==> src/hdl/sprx_pkg.sv <==
// constants and types of the s/pdif receiver control and status block
// assumes one 40 MHz clock and a plain address/strobe register port
package sprx_pkg;

    localparam logic [3:0] REG_CONTROL = 4'h0;
    localparam logic [3:0] REG_STATUS = 4'h4;
    localparam logic [3:0] REG_CHAN_A = 4'h8;
    localparam logic [3:0] REG_CHAN_B = 4'hc;
    localparam logic [4:0] REG_IRQ_STAT = 5'h10;
    localparam logic [4:0] REG_IRQ_MASK = 5'h14;

    localparam int CTL_ERR_LSB = 0;
    localparam int CTL_LOCK_LSB = 2;
    localparam int CTL_SEL_BIT = 4;
    localparam int CTL_SCDR_BIT = 5;
    localparam int CTL_MUTE_BIT = 6;
    localparam int CTL_EXTPLL_BIT = 7;
    localparam int CTL_SRESET_BIT = 9;
    localparam logic [31:0] CTL_WRITE_MASK = 32'h0000_00ff;
    localparam logic [31:0] CTL_RESET = 32'h0000_0000;

    localparam logic [1:0] ACT_NONE = 2'h0;
    localparam logic [1:0] ACT_HOLD = 2'h1;
    localparam logic [1:0] ACT_ZERO = 2'h2;
    localparam logic [1:0] ACT_SOFTMUTE = 2'h3;

    // interrupt events: bit0 parity, bit1 coding, bit2 lock lost, bit3 stream lost
    localparam int IRQ_W = 4;

    localparam int SAMPLE_W = 24;
    localparam int CS_BITS = 40;
    // soft mute ramp: one attenuation step (shift by one) every step time
    localparam int MUTE_STEP_NS = 1000;
    localparam int CLK_PERIOD_NS = 25;
    localparam int MUTE_STEP_CYC = (MUTE_STEP_NS + CLK_PERIOD_NS - 1) / CLK_PERIOD_NS;

    typedef struct packed {
        logic parityErr;
        logic codingErr;
        logic validA;
        logic validB;
        logic nonAudioA;
        logic nonAudioB;
        logic nonAudioFrame;
        logic csBitA;
        logic csBitB;
        logic blockStart;
    } sprx_flags_type;

    typedef struct packed {
        logic [3:0] addr;
        logic [31:0] wdata;
        logic write;
        logic read;
    } sprx_bus_type;

endpackage : sprx_pkg

==> src/hdl/sprx_sync.sv <==
// two flip-flop synchroniser for one level
// assumes the input is asynchronous to clk
`timescale 1ns/10ps
`default_nettype none
module sprx_sync (
    // clock and reset
    input wire logic clk,
    input wire logic reset_n,
    // level in and out
    input wire logic din,
    output logic dout
);
    logic stage1Reg;

    always_ff @(posedge clk) begin
        if (!reset_n) begin
            stage1Reg <= 1'b0;
            dout <= 1'b0;
        end else begin
            stage1Reg <= din;
            dout <= stage1Reg;
        end
    end
endmodule : sprx_sync
`default_nettype wire

==> src/hdl/sprx_cs_capture.sv <==
// captures 40 channel status bits of one channel, one bit per subframe
// assumes one sample strobe per subframe and a block start marker
`timescale 1ns/10ps
`default_nettype none
module sprx_cs_capture #(
    parameter int BITS = 40
) (
    // clock and reset
    input wire logic clk,
    input wire logic reset_n,
    // receiver side
    input wire logic sampleStb,
    input wire logic blockStart,
    input wire logic csBit,
    // captured bytes, byte 0 lowest
    output logic [BITS-1:0] csBytes
);
    logic [BITS-1:0] shiftReg;
    logic [7:0] countReg;

    // bits arrive lsb first; full set copied out when the 40th lands
    always_ff @(posedge clk) begin
        if (!reset_n) begin
            shiftReg <= '0;
            countReg <= 8'h00;
            csBytes <= '0;
        end else if (sampleStb) begin
            if (blockStart) begin
                shiftReg <= {csBit, shiftReg[BITS-1:1]};
                countReg <= 8'h01;
            end else if (countReg != 8'h00 && countReg < 8'(BITS)) begin
                shiftReg <= {csBit, shiftReg[BITS-1:1]};
                countReg <= countReg + 8'h01;
                if (countReg == 8'(BITS - 1)) begin
                    csBytes <= {csBit, shiftReg[BITS-1:1]};
                end
            end
        end
    end
endmodule : sprx_cs_capture
`default_nettype wire

==> src/hdl/sprx_control_status.sv <==
// control, status and sample conditioning of the s/pdif receiver
// assumes the decoder front end delivers samples on clk with per-subframe flags
//
// The address-and-strobe port and the address map are this design's own decisions.
`timescale 1ns/10ps
`default_nettype none
module sprx_control_status
    import sprx_pkg::*;
#(
    parameter int SW = SAMPLE_W
) (
    // clock and reset
    input wire logic clk,
    input wire logic reset_n,
    // register port
    input wire logic [4:0] regAddr,
    input wire logic [31:0] regWdata,
    input wire logic regWrite,
    input wire logic regRead,
    output logic [31:0] regRdata,
    // decoder front end, same clock
    input wire logic sampleStbA,
    input wire logic sampleStbB,
    input wire logic [SW-1:0] sampleIn,
    input wire sprx_pkg::sprx_flags_type flagsIn,
    // asynchronous pll state pins
    input wire logic pllLockPin,
    input wire logic extLockPin,
    input wire logic streamLostPin,
    // conditioned output
    output logic [SW-1:0] leftOut,
    output logic [SW-1:0] rightOut,
    output logic outStb,
    output logic singleChanDoubleRate,
    output logic externalPllSelect,
    output logic softResetPulse,
    output logic irq
);
    import sprx_pkg::*;

    logic [31:0] controlReg;
    logic softResetReg;
    logic [1:0] stickyErrReg;
    logic [IRQ_W-1:0] irqStatReg, irqMaskReg;
    logic pllLockSync, extLockSync, streamLostSync;
    logic locked, lockedDlyReg, streamLostDlyReg;
    logic [SW-1:0] lastGoodA, lastGoodB;
    logic [SW-1:0] outAReg, outBReg;
    logic [4:0] muteShiftReg;
    logic [15:0] muteCntReg;
    logic validAReg, validBReg, naAReg, naBReg, naFrameReg;
    logic [CS_BITS-1:0] csA, csB;
    logic rxReset_n;
    logic [1:0] errAct, lockAct;
    logic badSample, lockBad, softMuting, anyStb;
    logic [IRQ_W-1:0] irqEvents;
    logic [SW-1:0] chosen;
    logic isA;
    logic statusRead;

    // receiver logic reset: hard reset or soft reset; pll pins keep running
    assign rxReset_n = reset_n && !softResetReg;

    sprx_sync syncPll (.clk(clk), .reset_n(reset_n), .din(pllLockPin), .dout(pllLockSync));
    sprx_sync syncExt (.clk(clk), .reset_n(reset_n), .din(extLockPin), .dout(extLockSync));
    sprx_sync syncLost (.clk(clk), .reset_n(reset_n), .din(streamLostPin), .dout(streamLostSync));

    assign externalPllSelect = controlReg[CTL_EXTPLL_BIT];
    assign locked = externalPllSelect ? extLockSync : pllLockSync;
    assign singleChanDoubleRate = controlReg[CTL_SCDR_BIT];
    assign softResetPulse = softResetReg;
    assign errAct = controlReg[CTL_ERR_LSB +: 2];
    assign lockAct = controlReg[CTL_LOCK_LSB +: 2];

    // control register; bit 9 self-clears
    always_ff @(posedge clk) begin
        if (!reset_n) begin
            controlReg <= CTL_RESET;
            softResetReg <= 1'b0;
        end else begin
            softResetReg <= 1'b0;
            if (regWrite && regAddr == {1'b0, REG_CONTROL}) begin
                controlReg <= regWdata & CTL_WRITE_MASK;
                softResetReg <= regWdata[CTL_SRESET_BIT];
            end
        end
    end

    // mode flags, refreshed per subframe
    always_ff @(posedge clk) begin
        if (!rxReset_n) begin
            validAReg <= 1'b0;
            validBReg <= 1'b0;
            naAReg <= 1'b0;
            naBReg <= 1'b0;
            naFrameReg <= 1'b0;
        end else begin
            if (sampleStbA) begin
                validAReg <= flagsIn.validA;
                naAReg <= flagsIn.nonAudioA;
                naFrameReg <= flagsIn.nonAudioFrame;
            end
            if (sampleStbB) begin
                validBReg <= flagsIn.validB;
                naBReg <= flagsIn.nonAudioB;
            end
        end
    end

    assign anyStb = sampleStbA || sampleStbB;
    assign isA = sampleStbA;
    assign badSample = anyStb && (flagsIn.parityErr || flagsIn.codingErr);
    assign lockBad = !locked || streamLostSync;
    // soft mute only for linear pcm; non-linear falls back to zeros
    assign softMuting = lockBad && lockAct == ACT_SOFTMUTE && !(validAReg || validBReg);
    assign statusRead = regRead && regAddr == {1'b0, REG_STATUS};

    // sticky errors: set beats clear-on-read
    always_ff @(posedge clk) begin
        if (!rxReset_n) begin
            stickyErrReg <= 2'h0;
        end else begin
            stickyErrReg <= statusRead ? 2'h0 : stickyErrReg;
            if (anyStb && flagsIn.parityErr) begin
                stickyErrReg[0] <= 1'b1;
            end
            if (anyStb && flagsIn.codingErr) begin
                stickyErrReg[1] <= 1'b1;
            end
        end
    end

    // soft mute ramp, one halving per step
    always_ff @(posedge clk) begin
        if (!rxReset_n) begin
            muteShiftReg <= 5'h00;
            muteCntReg <= 16'h0000;
        end else if (!softMuting) begin
            muteShiftReg <= 5'h00;
            muteCntReg <= 16'h0000;
        end else if (muteCntReg == 16'(MUTE_STEP_CYC - 1)) begin
            muteCntReg <= 16'h0000;
            if (muteShiftReg != 5'(SW)) begin
                muteShiftReg <= muteShiftReg + 5'h01;
            end
        end else begin
            muteCntReg <= muteCntReg + 16'h0001;
        end
    end

    // sample conditioning by error and lock action
    always_comb begin
        chosen = sampleIn;
        if (badSample) begin
            case (errAct)
                ACT_HOLD: chosen = isA ? lastGoodA : lastGoodB;
                ACT_ZERO: chosen = '0;
                default: chosen = sampleIn;
            endcase
        end
        if (lockBad) begin
            case (lockAct)
                ACT_HOLD: chosen = isA ? lastGoodA : lastGoodB;
                ACT_ZERO: chosen = '0;
                ACT_SOFTMUTE: begin
                    if (softMuting) begin
                        chosen = SW'($signed(isA ? lastGoodA : lastGoodB) >>> muteShiftReg);
                    end else begin
                        chosen = '0;
                    end
                end
                default: chosen = sampleIn;
            endcase
        end
    end

    always_ff @(posedge clk) begin
        if (!rxReset_n) begin
            lastGoodA <= '0;
            lastGoodB <= '0;
        end else if (anyStb && !badSample && !lockBad) begin
            if (isA) begin
                lastGoodA <= sampleIn;
            end else begin
                lastGoodB <= sampleIn;
            end
        end
    end

    // output samples; in single channel mode the chosen side feeds both slots
    always_ff @(posedge clk) begin
        if (!rxReset_n) begin
            outAReg <= '0;
            outBReg <= '0;
            outStb <= 1'b0;
        end else begin
            outStb <= anyStb;
            if (anyStb) begin
                if (singleChanDoubleRate) begin
                    if (isA != controlReg[CTL_SEL_BIT]) begin
                        outAReg <= chosen;
                        outBReg <= chosen;
                    end
                end else if (isA) begin
                    outAReg <= chosen;
                end else begin
                    outBReg <= chosen;
                end
            end
        end
    end

    // mute forces silence on data only; the strobe keeps running
    assign leftOut = controlReg[CTL_MUTE_BIT] ? '0 : outAReg;
    assign rightOut = controlReg[CTL_MUTE_BIT] ? '0 : outBReg;

    sprx_cs_capture #(.BITS(CS_BITS)) capA (.clk(clk), .reset_n(rxReset_n), .sampleStb(sampleStbA),
        .blockStart(flagsIn.blockStart), .csBit(flagsIn.csBitA), .csBytes(csA));
    sprx_cs_capture #(.BITS(CS_BITS)) capB (.clk(clk), .reset_n(rxReset_n), .sampleStb(sampleStbB),
        .blockStart(flagsIn.blockStart), .csBit(flagsIn.csBitB), .csBytes(csB));

    // interrupt events: parity, coding, lock lost, stream lost edges
    always_ff @(posedge clk) begin
        if (!reset_n) begin
            lockedDlyReg <= 1'b0;
            streamLostDlyReg <= 1'b0;
        end else begin
            lockedDlyReg <= locked;
            streamLostDlyReg <= streamLostSync;
        end
    end
    assign irqEvents = {streamLostSync && !streamLostDlyReg, lockedDlyReg && !locked,
        anyStb && flagsIn.codingErr, anyStb && flagsIn.parityErr};

    always_ff @(posedge clk) begin
        if (!reset_n) begin
            irqStatReg <= '0;
            irqMaskReg <= '0;
        end else begin
            if (regWrite && regAddr == REG_IRQ_STAT) begin
                irqStatReg <= (irqStatReg & ~regWdata[IRQ_W-1:0]) | irqEvents;
            end else begin
                irqStatReg <= irqStatReg | irqEvents;
            end
            if (regWrite && regAddr == REG_IRQ_MASK) begin
                irqMaskReg <= regWdata[IRQ_W-1:0];
            end
        end
    end
    assign irq = |(irqStatReg & irqMaskReg);

    // read port, data in the cycle after the strobe; unmapped reads zero
    always_ff @(posedge clk) begin
        if (!reset_n) begin
            regRdata <= 32'h0000_0000;
        end else if (regRead) begin
            case (regAddr)
                {1'b0, REG_CONTROL}: regRdata <= controlReg;
                {1'b0, REG_STATUS}: regRdata <= {csB[7:0], csA[7:0], 8'h00, stickyErrReg[1],
                    stickyErrReg[0], streamLostSync, locked, validAReg || validBReg,
                    naFrameReg, naBReg, naAReg};
                {1'b0, REG_CHAN_A}: regRdata <= csA[39:8];
                {1'b0, REG_CHAN_B}: regRdata <= csB[39:8];
                REG_IRQ_STAT: regRdata <= {{(32-IRQ_W){1'b0}}, irqStatReg};
                REG_IRQ_MASK: regRdata <= {{(32-IRQ_W){1'b0}}, irqMaskReg};
                default: regRdata <= 32'h0000_0000;
            endcase
        end else begin
            regRdata <= 32'h0000_0000;
        end
    end

    a_sticky_read_race: assert property (@(posedge clk) disable iff (!rxReset_n)
        (statusRead && anyStb && flagsIn.parityErr) |=> stickyErrReg[0])
        else $error("parity error lost on status read");
    a_sticky_hold: assert property (@(posedge clk) disable iff (!rxReset_n)
        (stickyErrReg[1] && !statusRead) |=> stickyErrReg[1])
        else $error("coding error bit dropped without read");
    a_mute_output: assert property (@(posedge clk) disable iff (!rxReset_n)
        (controlReg[CTL_MUTE_BIT] && anyStb)
        |=> outStb && (!controlReg[CTL_MUTE_BIT] || (leftOut == '0 && rightOut == '0)))
        else $error("muted output not silent");
    a_zero_on_error: assert property (@(posedge clk) disable iff (!rxReset_n)
        (sampleStbA && badSample && errAct == ACT_ZERO && !lockBad && !singleChanDoubleRate)
        |=> outAReg == '0)
        else $error("bad sample not zeroed");
    a_hold_on_unlock: assert property (@(posedge clk) disable iff (!rxReset_n)
        (sampleStbA && !locked && lockAct == ACT_HOLD && !singleChanDoubleRate)
        |=> outAReg == $past(lastGoodA))
        else $error("last sample not held on unlock");
    a_nonlinear_zero: assert property (@(posedge clk) disable iff (!rxReset_n)
        (sampleStbA && lockBad && lockAct == ACT_SOFTMUTE && validAReg && !singleChanDoubleRate)
        |=> outAReg == '0)
        else $error("non-linear data not zeroed");
    a_soft_reset_clear: assert property (@(posedge clk) disable iff (!reset_n)
        (regWrite && regAddr == {1'b0, REG_CONTROL} && regWdata[CTL_SRESET_BIT])
        |=> ##1 stickyErrReg == 2'h0)
        else $error("soft reset left errors set");
    a_status_lock: assert property (@(posedge clk) disable iff (!reset_n)
        statusRead |=> regRdata[4] == $past(locked))
        else $error("lock bit wrong in status");
    // readout mapping, error capture and datapath checks
    a_status_stream: assert property (@(posedge clk) disable iff (!reset_n)
        statusRead |=> regRdata[5] == $past(streamLostSync))
        else $error("stream bit wrong");
    a_status_valid: assert property (@(posedge clk) disable iff (!reset_n)
        statusRead |=> regRdata[3] == $past(validAReg || validBReg))
        else $error("validity bit wrong");
    a_status_nonaudio: assert property (@(posedge clk) disable iff (!reset_n)
        statusRead |=> regRdata[2:0] == $past({naFrameReg, naBReg, naAReg}))
        else $error("non-audio bits wrong");
    a_status_errors: assert property (@(posedge clk) disable iff (!reset_n)
        statusRead |=> regRdata[7:6] == $past(stickyErrReg))
        else $error("error bits wrong");
    a_status_byte0: assert property (@(posedge clk) disable iff (!reset_n)
        statusRead |=> regRdata[31:16] == $past({csB[7:0], csA[7:0]}))
        else $error("byte0 pair wrong");
    a_chan_a_bytes: assert property (@(posedge clk) disable iff (!reset_n)
        (regRead && regAddr == {1'b0, REG_CHAN_A}) |=> regRdata == $past(csA[39:8]))
        else $error("chan a bytes wrong");
    a_parity_sets: assert property (@(posedge clk) disable iff (!rxReset_n)
        (anyStb && flagsIn.parityErr) |=> stickyErrReg[0])
        else $error("parity error not kept");
    a_coding_sets: assert property (@(posedge clk) disable iff (!rxReset_n)
        (anyStb && flagsIn.codingErr) |=> stickyErrReg[1])
        else $error("coding error not kept");
    a_read_clears: assert property (@(posedge clk) disable iff (!rxReset_n)
        (statusRead && !(anyStb && (flagsIn.parityErr || flagsIn.codingErr))) |=> stickyErrReg == 2'h0)
        else $error("errors not cleared by read");
    a_single_chan_skip: assert property (@(posedge clk) disable iff (!rxReset_n)
        (singleChanDoubleRate && anyStb && isA == controlReg[CTL_SEL_BIT]) |=> $stable(outAReg) && $stable(outBReg))
        else $error("unselected channel used");
    a_single_chan_copy: assert property (@(posedge clk) disable iff (!rxReset_n)
        (singleChanDoubleRate && anyStb && isA != controlReg[CTL_SEL_BIT]) |=> outAReg == outBReg)
        else $error("selected channel not copied");
    a_two_chan_split: assert property (@(posedge clk) disable iff (!rxReset_n)
        (!singleChanDoubleRate && sampleStbB) |=> $stable(outAReg))
        else $error("b sample reached left");
    a_zero_on_unlock: assert property (@(posedge clk) disable iff (!rxReset_n)
        (sampleStbA && lockBad && lockAct == ACT_ZERO && !singleChanDoubleRate) |=> outAReg == '0)
        else $error("unlock not zeroed");
    a_hold_on_error: assert property (@(posedge clk) disable iff (!rxReset_n)
        (sampleStbA && badSample && errAct == ACT_HOLD && !lockBad && !singleChanDoubleRate)
        |=> outAReg == $past(lastGoodA))
        else $error("bad sample not held");
    a_mute_step: assert property (@(posedge clk) disable iff (!rxReset_n)
        (softMuting && muteCntReg == 16'(MUTE_STEP_CYC - 1) && muteShiftReg != 5'(SW))
        |=> muteShiftReg == $past(muteShiftReg) + 5'h01)
        else $error("mute ramp stalled");
    a_irq_set_wins: assert property (@(posedge clk) disable iff (!reset_n)
        irqEvents[0] |=> irqStatReg[0])
        else $error("interrupt event lost");
endmodule : sprx_control_status
`default_nettype wire

==> config.mk <==
export PLATFORM = sky130hd
export DESIGN_NAME = sprx_control_status
export DESIGN_NICKNAME = d
export VERILOG_FILES = /design/src/hdl/sprx_pkg.sv /design/src/hdl/sprx_sync.sv /design/src/hdl/sprx_cs_capture.sv /design/src/hdl/sprx_control_status.sv
export SDC_FILE = /design/constraint.sdc
export NUM_CORES = 1
export LEC_CHECK = 0
export BUFFER_PORTS_ARGS = -buffer_cell sky130_fd_sc_hd__clkbuf_2
export CAP_MARGIN = 20
export CORE_MARGIN = 8
export CORE_UTILIZATION = 25
export CTS_CLUSTER_SIZE = 10
export DETAILED_ROUTE_END_ITERATION = 10
export PLACE_DENSITY = 0.52
export SYNTH_ARGS = -nofsm -noshare
export SYNTH_HDL_FRONTEND = slang
export SYNTH_SLANG_ARGS = --single-unit
==> constraint.sdc <==
create_clock -name clk -period 2.9 [get_ports clk]
set_input_delay 0.58 -clock clk [delete_from_list [all_inputs] [get_ports clk]]
set_output_delay 0.58 -clock clk [all_outputs]
set_load 0.05 [all_outputs]
# Yosys cells after proc, flatten, opt, wreduce, memory -nomap -nowiden
# Cells that the tools add are included.
[totals]
inputBits = 80
elab_cells = 141
regBits = 358
output_inout_bits = 85
[classes]
reduce_logical = 48
n_lt_le_gt_ge = 2
eq_ne = 17
add_sub_neg = 4
shifts = 1
bitwise_logic = 9
muxes = 27
[ops]
columns = ["op", "count"]
rows = [
  ["24-bit two-way mux", 11],
  ["32-bit one-hot mux with 6 select lines", 1],
  ["40-bit two-way mux", 4],
  ["24-bit one-hot mux with 3 select lines", 1],
  ["24-bit one-hot mux with 2 select lines", 1],
  ["8-bit two-way mux", 4],
  ["24-bit by 5-bit >>> shifter with 24-bit output", 1],
  ["16-bit by 1-bit adder with 16-bit output (second input constant)", 1],
  ["8-bit by 1-bit adder with 8-bit output (second input constant)", 2],
  ["16-bit by 6-bit == test with 1-bit output (second input constant)", 1],
  ["8-bit by 6-bit == test with 1-bit output (second input constant)", 2],
  ["1-bit logical AND", 16],
  ["8-bit by 6-bit less-than comparator with 1-bit output (second input constant)", 2],
  ["2-bit AND reduction", 8],
  ["8-bit nonzero test", 2],
  ["5-bit by 4-bit == test with 1-bit output (second input constant)", 2],
  ["5-bit == test (second input constant)", 2],
  ["2-bit nonzero test", 5],
  ["4-bit bitwise AND", 2],
  ["4-bit OR", 2],
  ["4-bit AND reduction", 2],
  ["2-bit == test (second input constant)", 3],
  ["1-bit logical NOT", 6],
  ["3-bit AND reduction", 2],
  ["other kinds (15)", 25],
]

# Depth between registers and ports, before layout
# Gate-level depths: netlist of the first run.
[depth]
word_depth = 10
mapped_depth = 9
ltp_nobuf = 8

# Cells and area by module
# A second synthesis of the first run with hierarchy kept.
[unflattened]
cells_unflattened = 1883
hier_area_um2 = 16762.3
[by_module_without_submodules]
columns = ["mod", "cells_per_inst", "n_inst", "area_per_inst_um2"]
rows = [
  ["sprx_control_status", 1165, 1, 9973.3],
  ["sprx_cs_capture", 353, 2, 3315.7],
  ["sprx_sync", 4, 3, 52.6],
]

# Worst setup path before layout of the first run
# Ideal clock, no wire load.
[synth_timing]
path_type = "reg-to-reg"
startpoint = "reg controlReg[7]"
endpoint = "reg lastGoodA[11]"
period_less_slack_ns = 2.420
arrival_ns = 2.293
required_time_ns = 2.772
path_slack_ns = 0.480
stages_incl_launch_ff = 8
path_cell_list = "dfxtp_1 mux2i_1 nor2_1 clkbuf_1 nand3_1 buf_2 mux2i_1 nor2_1"
[synth_between]
elab_chain_len = 6
[synth_rtl]
columns = ["item", "line_no", "text"]
rows = [
  ["from (decl)", "sprx_control_status.sv:41", "logic [31:0] controlReg;"],
  ["from (signal assigned)", "sprx_control_status.sv:83", "controlReg <= regWdata & CTL_WRITE_MASK;"],
  ["1-bit two-way mux", "sprx_control_status.sv:69", "assign locked = externalPllSelect ? extLockSync : pllLockSync;"],
  ["1-bit logical NOT", "sprx_control_status.sv:113", "assign lockBad = !locked || streamLostSync;"],
  ["1-bit logical OR", "sprx_control_status.sv:113", ""],
  ["1-bit logical NOT", "sprx_control_status.sv:181", "end else if (anyStb && !badSample && !lockBad) begin"],
  ["1-bit logical AND", "sprx_control_status.sv:181", ""],
  ["2-bit AND reduction (no line)", "-", ""],
  ["to (signal assigned)", "sprx_control_status.sv:183", "lastGoodA <= sampleIn;"],
  ["to (decl)", "sprx_control_status.sv:47", "logic [SW-1:0] lastGoodA, lastGoodB;"],
]
# Every way passes these cells.
# A chain may end at the register's enable or synchronous reset.

# Final worst setup path of the first run
[layout_timing]
startpoint = "in sampleStbA"
endpoint = "reg outAReg[21]"
[layout_between]
elab_chain_len = 7
word_cells_on_any_way = 16
[layout_rtl]
columns = ["item", "line_no", "text"]
rows = [
  ["from (decl)", "sprx_control_status.sv:22", "input wire logic sampleStbA,"],
  ["24-bit two-way mux", "sprx_control_status.sv:156, sprx_control_status.sv:163, sprx_control_status.sv:167", ""],
  ["24-bit by 5-bit >>> shifter with 24-bit output", "sprx_control_status.sv:167", "chosen = SW'($signed(isA ? lastGoodA : lastGoodB) >>> muteShiftReg);"],
  ["24-bit two-way mux", "sprx_control_status.sv:166", "if (softMuting) begin"],
  ["24-bit one-hot mux with 3 select lines", "sprx_control_status.sv:162", "case (lockAct)"],
  ["24-bit two-way mux", "sprx_control_status.sv:161", "if (lockBad) begin"],
  ["24-bit two-way mux (on tied branches)", "sprx_control_status.sv:204, sprx_control_status.sv:200", ""],
  ["24-bit two-way mux", "sprx_control_status.sv:199", "if (singleChanDoubleRate) begin"],
  ["to (signal assigned)", "sprx_control_status.sv:201", "outAReg <= chosen;"],
  ["to (signal assigned)", "sprx_control_status.sv:205", "outAReg <= chosen;"],
  ["to (decl)", "sprx_control_status.sv:48", "logic [SW-1:0] outAReg, outBReg;"],
]
# Several ways; a longest one is shown, not always the timed one. The select of a mux whose other input is x is not followed.

==> results.txt, run 1 <==
Most frequent cell after synthesis -> nand2_1
Maxcap violations -> 0
Post-CTS Resized -> 0
Grt total ovfl -> 0
Worst r2r dst -> outAReg[22]
Finished Cell Area -> 19800 um^2
Synth Flop Type -> dfxtp_1
Worst R2R Start -> muteShiftReg[0]
Worst-margin pin slew -> 0.845 ns
Syn Nets -> 2074
GRT Total Usage -> 16.1%
Global route hottest layer -> met2
Post-synth ARST share -> 0%
Hold Vio Cnt, Final -> 0
Final ANT Viol Nets -> 0
Maximum vdd drop -> 401 uV
Vias in the first global route -> 14.7k
Hold Crit Endpoint -> softResetPulse
Layout net count -> 2264
Clock slew at reported path FFs -> 0.06 ns
Floorplan row count -> 93
Post-synth cell types -> 76
Routed wire per std cell -> 20.1 um
CP Max Fanout -> 20
Synthesized netlist cell count -> 1986
Psw -> 0.00275 W
Reg2Reg Depth -> 8
Clock Sink Count -> 356
P_int -> 0.00809 W
Placement Setup Slack -> -0.372 ns
Hold path depth -> 3
Status -> complete, no violations
CP Capture Type -> flip-flop
Clock Tree Buf Depth -> 3
Logic pwr share -> 8.1%
GR Layer Usage met3 -> 4.01%
Flop pwr share -> 46.1%
Starting density of the core -> 25.2%
CP arrival -> 3.16 ns
Mapped Area -> 16100 um^2
Initial DRC Count -> 1248
Die ar. -> 73000 um^2
First-pass GRT wire length -> 92400 um
Setup_tns -> 0 ns
LEAKAGE -> 7.45 nW
Post-synth top cells -> nand2_1 (450), dfxtp_1 (356), a21oi_1 (250)
GR Util met1 -> 20.6%
CTS tree -> yes
Pwr Density -> 547 nW/um^2
Sequential-to-total area share from yosys stat -> 44.1%
Share of cells above drive strength 1 -> 19.3%
Power Total -> 0.0108 W
Final setup vio count -> 0
Core Box Area -> 64100 um^2
Top cells by area, synth -> dfxtp_1 (44%), nand2_1 (10%), a21oi_1 (7.7%)
Setup CP Type -> input port to flip-flop
CTS H-tree depth -> 2
Post-CTS Hold Buffers -> 0
Fin crit period -> 2.70 ns
EDFF count, synth -> 0
Clk_lat worst skew -> 0.58 ns
Detailed-router iteration count before antenna repair -> 5
Synth warn -> 0
Hold_sp -> regWdata[9]
Largest net degree at the start of global routing -> 145
DR vias/cell -> 4.96
Area Growth Syn to Fin -> 22.8%
Top Ports -> 165
Yosys reg bits -> 356
# port buffers -> 141
Placed cell areas -> 18600 um^2
Via count -> 15.1k
Worst min path class -> input port to flip-flop
DRC errors left -> 0
Startpoint type of the worst setup path -> input port
Die width -> 270 um
Postcts setup bufs -> 0
Avg Inst Size Synth -> 8.13 um^2
Die height -> 270 um
Final period utilization -> 93.2%
Post-layout utilization of the core -> 30.9%
Root Buffer Master -> clkbuf_16
Worst EP required -> 3.36 ns
Final WL -> 61100 um
Worst R2R Setup Slack -> 0.33 ns
Switching Share -> 25.4%
Top cell type's share of synthesized area -> 44.1%
Final GP Congestion -> 0.957
DPL Wire Length -> 44800 um
RSZ-0062 raised after global routing -> false
Clock power frac -> 45.8%
Post-synth top area cell -> dfxtp_1
Initial antenna violation count -> 7
Max-slew violations -> 0
Fmax -> 370 MHz
Total CTS buffers -> 43
Clock Skews -> 0.0216 ns
Max_slew headroom -> 42.9%
Fin worst setup slack -> 0.198 ns
Routing usage on met2 -> 25.6%
==> layout by cell type (no fill, tap or decap), types with 8 or more instances in the layout <==
cell	n
a211oi_1	15
a21boi_0	17
a21oi_1	250
a22oi_1	51
a31oi_1	18
and2_1	17
and3_1	16
buf_4	148
clkbuf_16	43
clkbuf_2	140
dfxtp_1	355
ha_1	8
inv_1	12
mux2_2	34
mux2i_1	66
mux4_2	19
nand2_1	450
nand3_1	56
nand4_1	9
nor2_1	152
nor2b_1	56
nor3_1	18
nor4_1	13
o21a_1	9
o21ai_0	61
o22ai_1	8
o31ai_1	9
xor2_1	18
==> final cells by class <==
cell class	instances	area [um^2]
Fill cell	6823	44300
Multi-Input combinational cell	1464	8370
Sequential cell	356	7130
Timing Repair Buffer	295	1940
Clock buffer	50	1140
Tap cell	855	1070
Clock inverter	6	114
Inverter	16	60.1
Antenna cell	2	5.00
==> worst max-delay path, cell delays in order <==
cell      delay, ns
buf_2          0.50
buf_4          0.27
mux2i_1        0.45
nand2_1        0.10
a31oi_1        0.18
buf_4          0.19
a21oi_1        0.08
a221oi_1       0.52
buf_4          0.22
a21oi_1        0.06
==> worst max-delay path by stage <==
stage,startpoint,endpoint,depth (start not counted)
after floorplan,controlReg[7],lastGoodA[11],7
after global placement,sampleStbA,outAReg[21],10
after detailed placement,sampleStbA,outAReg[21],11
after CTS,sampleStbA,outAReg[21],11
after global routing,sampleStbA,outAReg[21],11
final,sampleStbA,outAReg[21],10
==> state kept, by name, indices dropped and copies added, names as in the netlist, 16 cells and up <==
register,cells
capB.csBytes,40
capB.shiftReg,39
outBReg,24
capA.csBytes,40
lastGoodB,24
lastGoodA,24
capA.shiftReg,39
outAReg,24
regRdata,32
muteCntReg,16
==> cells by family after synthesis <==
group | after synthesis | synth area share [%]
AOI/OAI and AO/OA | 494 | 18.5
buffers and inverters | 166 | 4.19
xor gates and xnor gates | 24 | 1.30
DFF | 356 | 44.1
and+or+nand+nor | 816 | 21.9
muxes | 122 | 9.34
adders and majority gates | 8 | 0.620
==> metal layers <==
layer,wire (um),part of all wire (%)
met5,40,0.066
met3,4710,7.7
met2,27300,45
met1,26300,43
met4,2710,4.4
==> power groups by stage <==
stage	Sequential, W	Combinational [W]	Clock, W
floorplan	0.00509	0.000515	0
global placement	0.00511	0.000870	0
detailed placement	0.00511	0.000876	0
CTS	0.00500	0.000880	0.00511
global route	0.00501	0.000931	0.00532
finish	0.00500	0.000873	0.00497
==> stage by stage <==
stage | hold WS [ns] | instances
CTS | 0.181 | 3042
global route | 0.198 | 3042
global placement | 0.425 | 2986
floorplan | 0.412 | 1986
detailed placement | 0.426 | 2986
finish | 0.214 | 3044
Power figures use the tool's default switching activity.
==> run 2: changes to the inputs <==
- SYNTH_HIERARCHICAL: not set -> 1
==> run 2 against run 1 <==
Effect of this change:
- cell area rose by 1.6%
- global-route usage fell by 1.3 points
- sequential power barely moved
- fmax fell by 3.7%
- utilization fell by 0.76 points
- register-to-register slack got worse by 0.24 ns
- clock skew rose by 0.014 ns
- power rose by 0.97%
- critical path depth fell by 2
- worst hold slack improved by 0.0016 ns
- clock power rose by 1%
- first-iteration DRC count fell by 14%
- critical path type is now flip-flop to flip-flop
- largest power group is now clock
==> results.txt, run 2 <==
Status -> complete, no violations
EDFF count, synth -> 0 (unchanged)
CP arrival -> 3.27 ns (+0.11 ns)
Post-synth cell types -> 88 (+16%)
First-pass GRT wire length -> 87300 um (-5.5%)
Post-layout utilization of the core -> 30.2% (-0.76 points)
Syn Nets -> 1971 (-5.0%)
Clock slew at reported path FFs -> 0.06 ns (about the same)
Die width -> 275 um (+1.8%)
Fin crit period -> 2.81 ns (+0.104 ns)
Cell Count, Final, Fillers Out -> 2938 (-3.5%)
Most frequent cells in the layout -> dfxtp_1 (355), nand2_1 (354), mux2i_1 (167)
Reg2Reg Depth -> 8 (unchanged)
Top cell type's share of synthesized area -> 42.5% (-1.6 points)
WHS -> 0.215 ns (+0.00158 ns)
Hold Vio Cnt, Final -> 0 (unchanged)
Layout net count -> 2138 (-5.6%)
Routed wl met3 -> 4070 um (-14%)
Detailed-router iteration count before antenna repair -> 5 (unchanged)
Finished Cell Area -> 20200 um^2 (+1.6%)
LEAKAGE -> 8.00 nW (+7.5%)
Initial DRC Count -> 1073 (-14%)
Final setup vio count -> 0 (unchanged)
Psw -> 0.00277 W (+0.46%)
Clock power frac -> 46.0% (+0.2 points)
Fmax -> 356 MHz (-3.7%)
Worst R2R Start -> controlReg[7]
Die ar. -> 75600 um^2 (+3.6%)
CTS H-tree depth -> 2 (unchanged)
Synthesized netlist cell count -> 1883 (-5.2%)
Final WL -> 57500 um (-5.9%)
Placed cell areas -> 18900 um^2 (+1.6%)
DPL Wire Length -> 42000 um (-6.1%)
Core Box Area -> 66800 um^2 (+4.2%)
P_int -> 0.00819 W (+1.1%)
Hold Crit Endpoint -> syncPll/stage1Reg
Setup CP Type -> flip-flop to flip-flop
# port buffers -> 141 (unchanged)
Startpoint type of the worst setup path -> flip-flop
CTS tree -> yes
Yosys reg bits -> 356 (unchanged)
Worst min path class -> input port to flip-flop
Initial antenna violation count -> 1 (-6)
Top Ports -> 165 (unchanged)
Largest regs -> capA/csBytes: 40 flops, capB/csBytes: 40 flops
Hold_sp -> pllLockPin
Post-CTS Resized -> 3 (+3)
Flop pwr share -> 45.7% (-0.4 points)
Synth warn -> 6 (+6)
Final period utilization -> 96.8% (+3.6 points)
Root Buffer Master -> clkbuf_16
DR top layer -> met4
Vias in the first global route -> 14.6k (-1.1%)
Clock Sink Count -> 356 (unchanged)
Postcts setup bufs -> 0 (unchanged)
Post-synth top cells -> dfxtp_1 (356), nand2_1 (354), mux2i_1 (168)
Post-synth top area cell -> dfxtp_1
Worst-margin pin slew -> 0.840 ns (-0.00447 ns)
Leading cell type in the layout, fill and taps excluded -> dfxtp_1
Worst r2r dst -> outAReg[14]
RSZ-0062 raised after global routing -> false
Largest net degree at the start of global routing -> 135 (-6.9%)
Routed length on met2 -> 26700 um (-2.4%)
Synth Flop Type -> dfxtp_1
Routed wire per std cell -> 19.6 um (-2.5%)
Setup_tns -> 0 ns (unchanged)
Final GP Congestion -> 0.971 (+1.4%)
Logic pwr share -> 8.3% (+0.2 points)
Antenna cells -> 0 (-2)
Worst EP required -> 3.37 ns (about the same)
Worst R2R Setup Slack -> 0.09 ns (-0.24 ns)
Maximum vdd drop -> 396 uV (-1.3%)
Pwr Density -> 543 nW/um^2 (-0.66%)
Placed Cells -> 2877 (-3.7%)
Grt total ovfl -> 0 (unchanged)
Avg Inst Size Synth -> 8.90 um^2 (+9.5%)
Post-CTS Hold Buffers -> 0 (unchanged)
Top cells by area, synth -> dfxtp_1 (43%), mux2i_1 (10%), nand2_1 (7.9%)
DR vias/cell -> 4.98 (+0.32%)
DRC errors left -> 0 (unchanged)
CP Max Fanout -> 16 (-20%)
Final ANT Viol Nets -> 0 (unchanged)
Most frequent cell after synthesis -> dfxtp_1
Die height -> 275 um (+1.8%)
Sequential-to-total area share from yosys stat -> 42.5% (-1.6 points)
Share of cells above drive strength 1 -> 18.9% (-0.41 points)
Max-slew violations -> 0 (unchanged)
Clock Tree Buf Depth -> 3 (unchanged)
Via count -> 14.6k (-3.2%)
Maxcap violations -> 0 (unchanged)
GRT Total Usage -> 14.8% (-1.3 points)
Area Growth Syn to Fin -> 20.2%
Switching Share -> 25.3% (-0.13 points)
Post-synth ARST share -> 0% (unchanged)
Total CTS buffers -> 44 (+2.3%)
Clk_lat worst skew -> 0.58 ns (about the same)
Starting density of the core -> 25.1% (-0.089 points)
Floorplan row count -> 95 (+2.2%)
Mapped Area -> 16800 um^2 (+3.8%)
CP Capture Type -> flip-flop
Clock Skews -> 0.0354 ns (+0.0139 ns)
Max_slew headroom -> 43.6% (+0.66 points)
Wl on met1 -> 23900 um (-9.0%)
Hold path depth -> 2 (-1)
==> run 2: cell type report <==
class	count	area, um^2
repair buffers	255	1660
multi-input cells	1376	8930
inverters	17	68.8
flip-flops and latches	356	7130
well taps	873	1090
clock inverters	7	106
clock buffers	54	1170
fillers	7052	46600
==> run 2: worst max path at each step <==
stage	startpoint	to	slack, ns	cells after the start
6_report	controlReg[7]	outAReg[14]	0.09	8
4_1_cts	controlReg[7]	outAReg[14]	0.09	8
2_1_floorplan	softResetPulse	capA/shiftReg[10]	0.39	9
3_3_place_gp	sampleStbA	outAReg[14]	-0.22	7
5_1_grt	controlReg[7]	outBReg[14]	0.03	8
3_5_place_dp	sampleStbA	outAReg[14]	-0.23	7
==> run 2: through the flow <==
step                power (W)  setup slack (ns)
floorplan             0.00571             0.389
global placement      0.00602            -0.222
detailed placement    0.00603            -0.228
CTS                    0.0111            0.0864
global route           0.0114            0.0262
finish                 0.0110            0.0935
==> run 2: cells by family (layout without fill, tap and decap cells) <==
group,count (synthesis),after routing,synth area share (%)
AO/OA/AOI/OAI,397,397,16.1
AND/OR/NAND/NOR,723,723,19.6
multiplexers,231,231,15.9
buffers and inverters,151,333,4.34
adder cells (fa/ha/maj),8,8,0.597
flip-flops,356,356,42.5
XOR/XNOR,17,17,0.888
==> run 2: routing by layer <==
metal	up-vias	GRT usage, %
li1	6963	-
met4	0	6.56
met2	485	24.7
met5	-	0
met3	123	3.54
met1	7052	18.0
==> run 2: worst max-delay path, cell delays in order, from the launching register on <==
cell and delay [ns]:
dfxtp_1 0.57, mux2i_4 0.39, nor2_1 0.09, buf_4 0.22, buf_4 0.21, a2111o_1 0.39, a221oi_1 0.44, or4_4 0.29
o21ai_1 0.08
==> run 2: power by group through the flow <==
stage	clock network, W	logic [W]	registers (W)
2_1_floorplan	0	0.000610	0.00510
6_report	0.00504	0.000907	0.00501
4_1_cts	0.00519	0.000917	0.00501
5_1_grt	0.00538	0.000965	0.00502
3_5_place_dp	0	0.000912	0.00512
3_3_place_gp	0	0.000903	0.00511
==> run 3: changes to the inputs <==
- BUFFER_PORTS_ARGS: -buffer_cell sky130_fd_sc_hd__clkbuf_2 -> -buffer_cell sky130_fd_sc_hd__buf_4
- CORE_MARGIN: 8 -> not set
- MAX_ROUTING_LAYER: not set -> met4
==> run 3 against run 2 <==
Effect of this change:
- the run now ends with DRC left
- register-to-register slack gained 0.05 ns
- non-clock buffer count rose by 39
- worst hold slack gained 0.016 ns
- cell area grew 2.8%
- clock skew fell by 0.010 ns
- die area down 9.9%
- sequential cell count is the same
- utilization up 1.2 points
- sequential power is essentially flat
- clock power down 5.4%
- via count barely moved
- clock-buffer cell count fell by 1
==> results.txt, run 3 (synthesis results as in run 2) <==
Status -> finished, violations left
Failing checks -> DRC
Die ar. -> 68100 um^2 (-9.9%)
CP Capture Type -> flip-flop
Largest net degree at the start of global routing -> 90 (-33%)
Area Growth Syn to Fin -> 23.6%
Initial antenna violation count -> 2 (+1)
Pwr Density -> 519 nW/um^2 (-4.4%)
Grt total ovfl -> 0 (unchanged)
Clock power frac -> 44.3% (-1.7 points)
Starting density of the core -> 25.4% (+0.27 points)
Wl on met1 -> 25900 um (+8.1%)
CTS H-tree depth -> 2 (unchanged)
Final setup vio count -> 0 (unchanged)
Switching Share -> 25.4% (+0.12 points)
Psw -> 0.00273 W (-1.3%)
CTS tree -> yes
Root Buffer Master -> clkbuf_16
Layout net count -> 2176 (+1.8%)
Die width -> 261 um (-5.1%)
Leading cell type in the layout, fill and taps excluded -> dfxtp_1
Post-CTS Resized -> 0 (-3)
Max-slew violations -> 0 (unchanged)
LEAKAGE -> 8.24 nW (+2.9%)
DPL Wire Length -> 43500 um (+3.6%)
DR top layer -> met4
P_int -> 0.00803 W (-2.0%)
Most frequent cells in the layout -> dfxtp_1 (355), nand2_1 (354), buf_4 (284)
Flop pwr share -> 46.6% (+0.9 points)
Routed wire per std cell -> 19.9 um (+1.6%)
Vias in the first global route -> 14.6k (-0.0069%)
Fillers -> 6937 (-1.6%)
Maximum vdd drop -> 371 uV (-6.4%)
Clock Tree Buf Depth -> 3 (unchanged)
CP Max Fanout -> 4 (-12)
Worst EP required -> 3.40 ns (+0.03 ns)
Die height -> 261 um (-5.1%)
Clock Skews -> 0.0253 ns (-0.0101 ns)
WHS -> 0.232 ns (+0.0162 ns)
Hold_sp -> streamLostPin
Startpoint type of the worst setup path -> flip-flop
Final period utilization -> 95.0% (-1.7 points)
Core Box Area -> 66100 um^2 (-1.1%)
Post-CTS Hold Buffers -> 0 (unchanged)
Worst R2R Start -> controlReg[7]
First-pass GRT wire length -> 88800 um (+1.7%)
Worst min path class -> input port to flip-flop
Setup CP Type -> flip-flop to flip-flop
Top Ports -> 165 (unchanged)
Via count -> 14.6k (+0.034%)
CP arrival -> 3.25 ns (-0.02 ns)
Final GP Congestion -> 0.961 (-0.94%)
Fmax -> 363 MHz (+1.8%)
Logic pwr share -> 9.1% (+0.8 points)
Antenna cells -> 0 (unchanged)
Routed wl met3 -> 3100 um (-24%)
Detailed-router iteration count before antenna repair -> 8 (+3)
Worst-margin pin slew -> 0.676 ns (-0.164 ns)
Clock Sink Count -> 356 (unchanged)
DR vias/cell -> 4.93 (-0.94%)
# port buffers -> 141 (unchanged)
Setup_tns -> 0 ns (unchanged)
Final WL -> 59000 um (+2.6%)
Max_slew headroom -> 54.5% (+11 points)
Floorplan row count -> 94 (-1.1%)
Largest regs -> capA/csBytes: 40 flops, capB/csBytes: 40 flops
GRT Total Usage -> 17.6% (+2.9 points)
RSZ-0062 raised after global routing -> false
DRC errors left -> 9 (+9)
Fin crit period -> 2.76 ns (-0.0503 ns)
Crit path launch -> controlReg[7]
Maxcap violations -> 0 (unchanged)
Hold Vio Cnt, Final -> 0 (unchanged)
Initial DRC Count -> 1120 (+4.4%)
Postcts setup bufs -> 0 (unchanged)
Share of cells above drive strength 1 -> 20.1% (+1.2 points)
Final ANT Viol Nets -> 0 (unchanged)
Clock slew at reported path FFs -> 0.05 ns (about the same)
Routed length on met2 -> 28300 um (+6.3%)
Clk_lat worst skew -> 0.58 ns (about the same)
Total CTS buffers -> 43 (-2.3%)
==> run 3: changes by cell type in the layout (fill, tap and decap cells not counted), moves of 2 or more <==
cell | previous run | this run
clkbuf_2 | 140 | 0
clkbuf_8 | 3 | 0
buf_4 | 107 | 284
buf_12 | 8 | 10
clkbuf_1 | 7 | 10
==> run 3: path summary, 6_finish.rpt <==
| kind | to | slack [ns] | cells past startpoint |
|---|---|---|---|
| max | outAReg[18] | 0.14 | 9 |
| min | syncLost/stage1Reg | 0.23 | 2 |
| max reg2reg | outAReg[18] | 0.14 | 9 |
| min reg2reg | syncPll/dout | 0.42 | 1 |
==> run 3: cell type report <==
cell class	count	area (um^2)	share of cell area [%]
clock buffers	53	1110	5.38
clock inverters	7	77.6	0.375
inverters	17	68.8	0.332
multi-input cells	1376	8910	43.0
flip-flops and latches	356	7130	34.4
well taps	864	1080	5.22
repair buffers	294	2330	11.3
==> run 3: power by group through the flow <==
stage          clock network (W)  logic, W  registers [W]
6_report                 0.00477  0.000976        0.00501
3_3_place_gp                   0  0.000976        0.00512
2_1_floorplan                  0  0.000610        0.00510
3_5_place_dp                   0  0.000982        0.00512
4_1_cts                  0.00493  0.000984        0.00501
5_1_grt                  0.00512   0.00104        0.00502
==> run 3: per-layer routing <==
metal  up-vias  track usage [%]
li1       7033                -
met1      7140             21.5
met2       374             29.4
met3        81             3.09
met4         0             5.64
met5         -                -
==> run 3: per-stage QoR <==
step	power [W]	instances	utilization, %	area [um^2]	setup WS, ns
after floorplan	0.00571	1883	-	16800	0.389
after global placement	0.00609	2907	29.5	19500	-0.213
after detailed placement	0.00610	2907	29.5	19500	-0.235
after CTS	0.0109	2967	31.3	20700	0.0684
after global routing	0.0112	2967	31.3	20700	0.0128
final	0.0108	2967	31.3	20700	0.144
==> run 3: worst max-delay path, cell delays in order (launching register included) <==
cell	delay, ns
dfxtp_1	0.50
mux2_2	0.44
a21oi_1	0.16
buf_4	0.16
o21ai_0	0.26
buf_4	0.24
nor3_1	0.29
o221ai_1	0.25
buf_4	0.22
o21ai_0	0.16
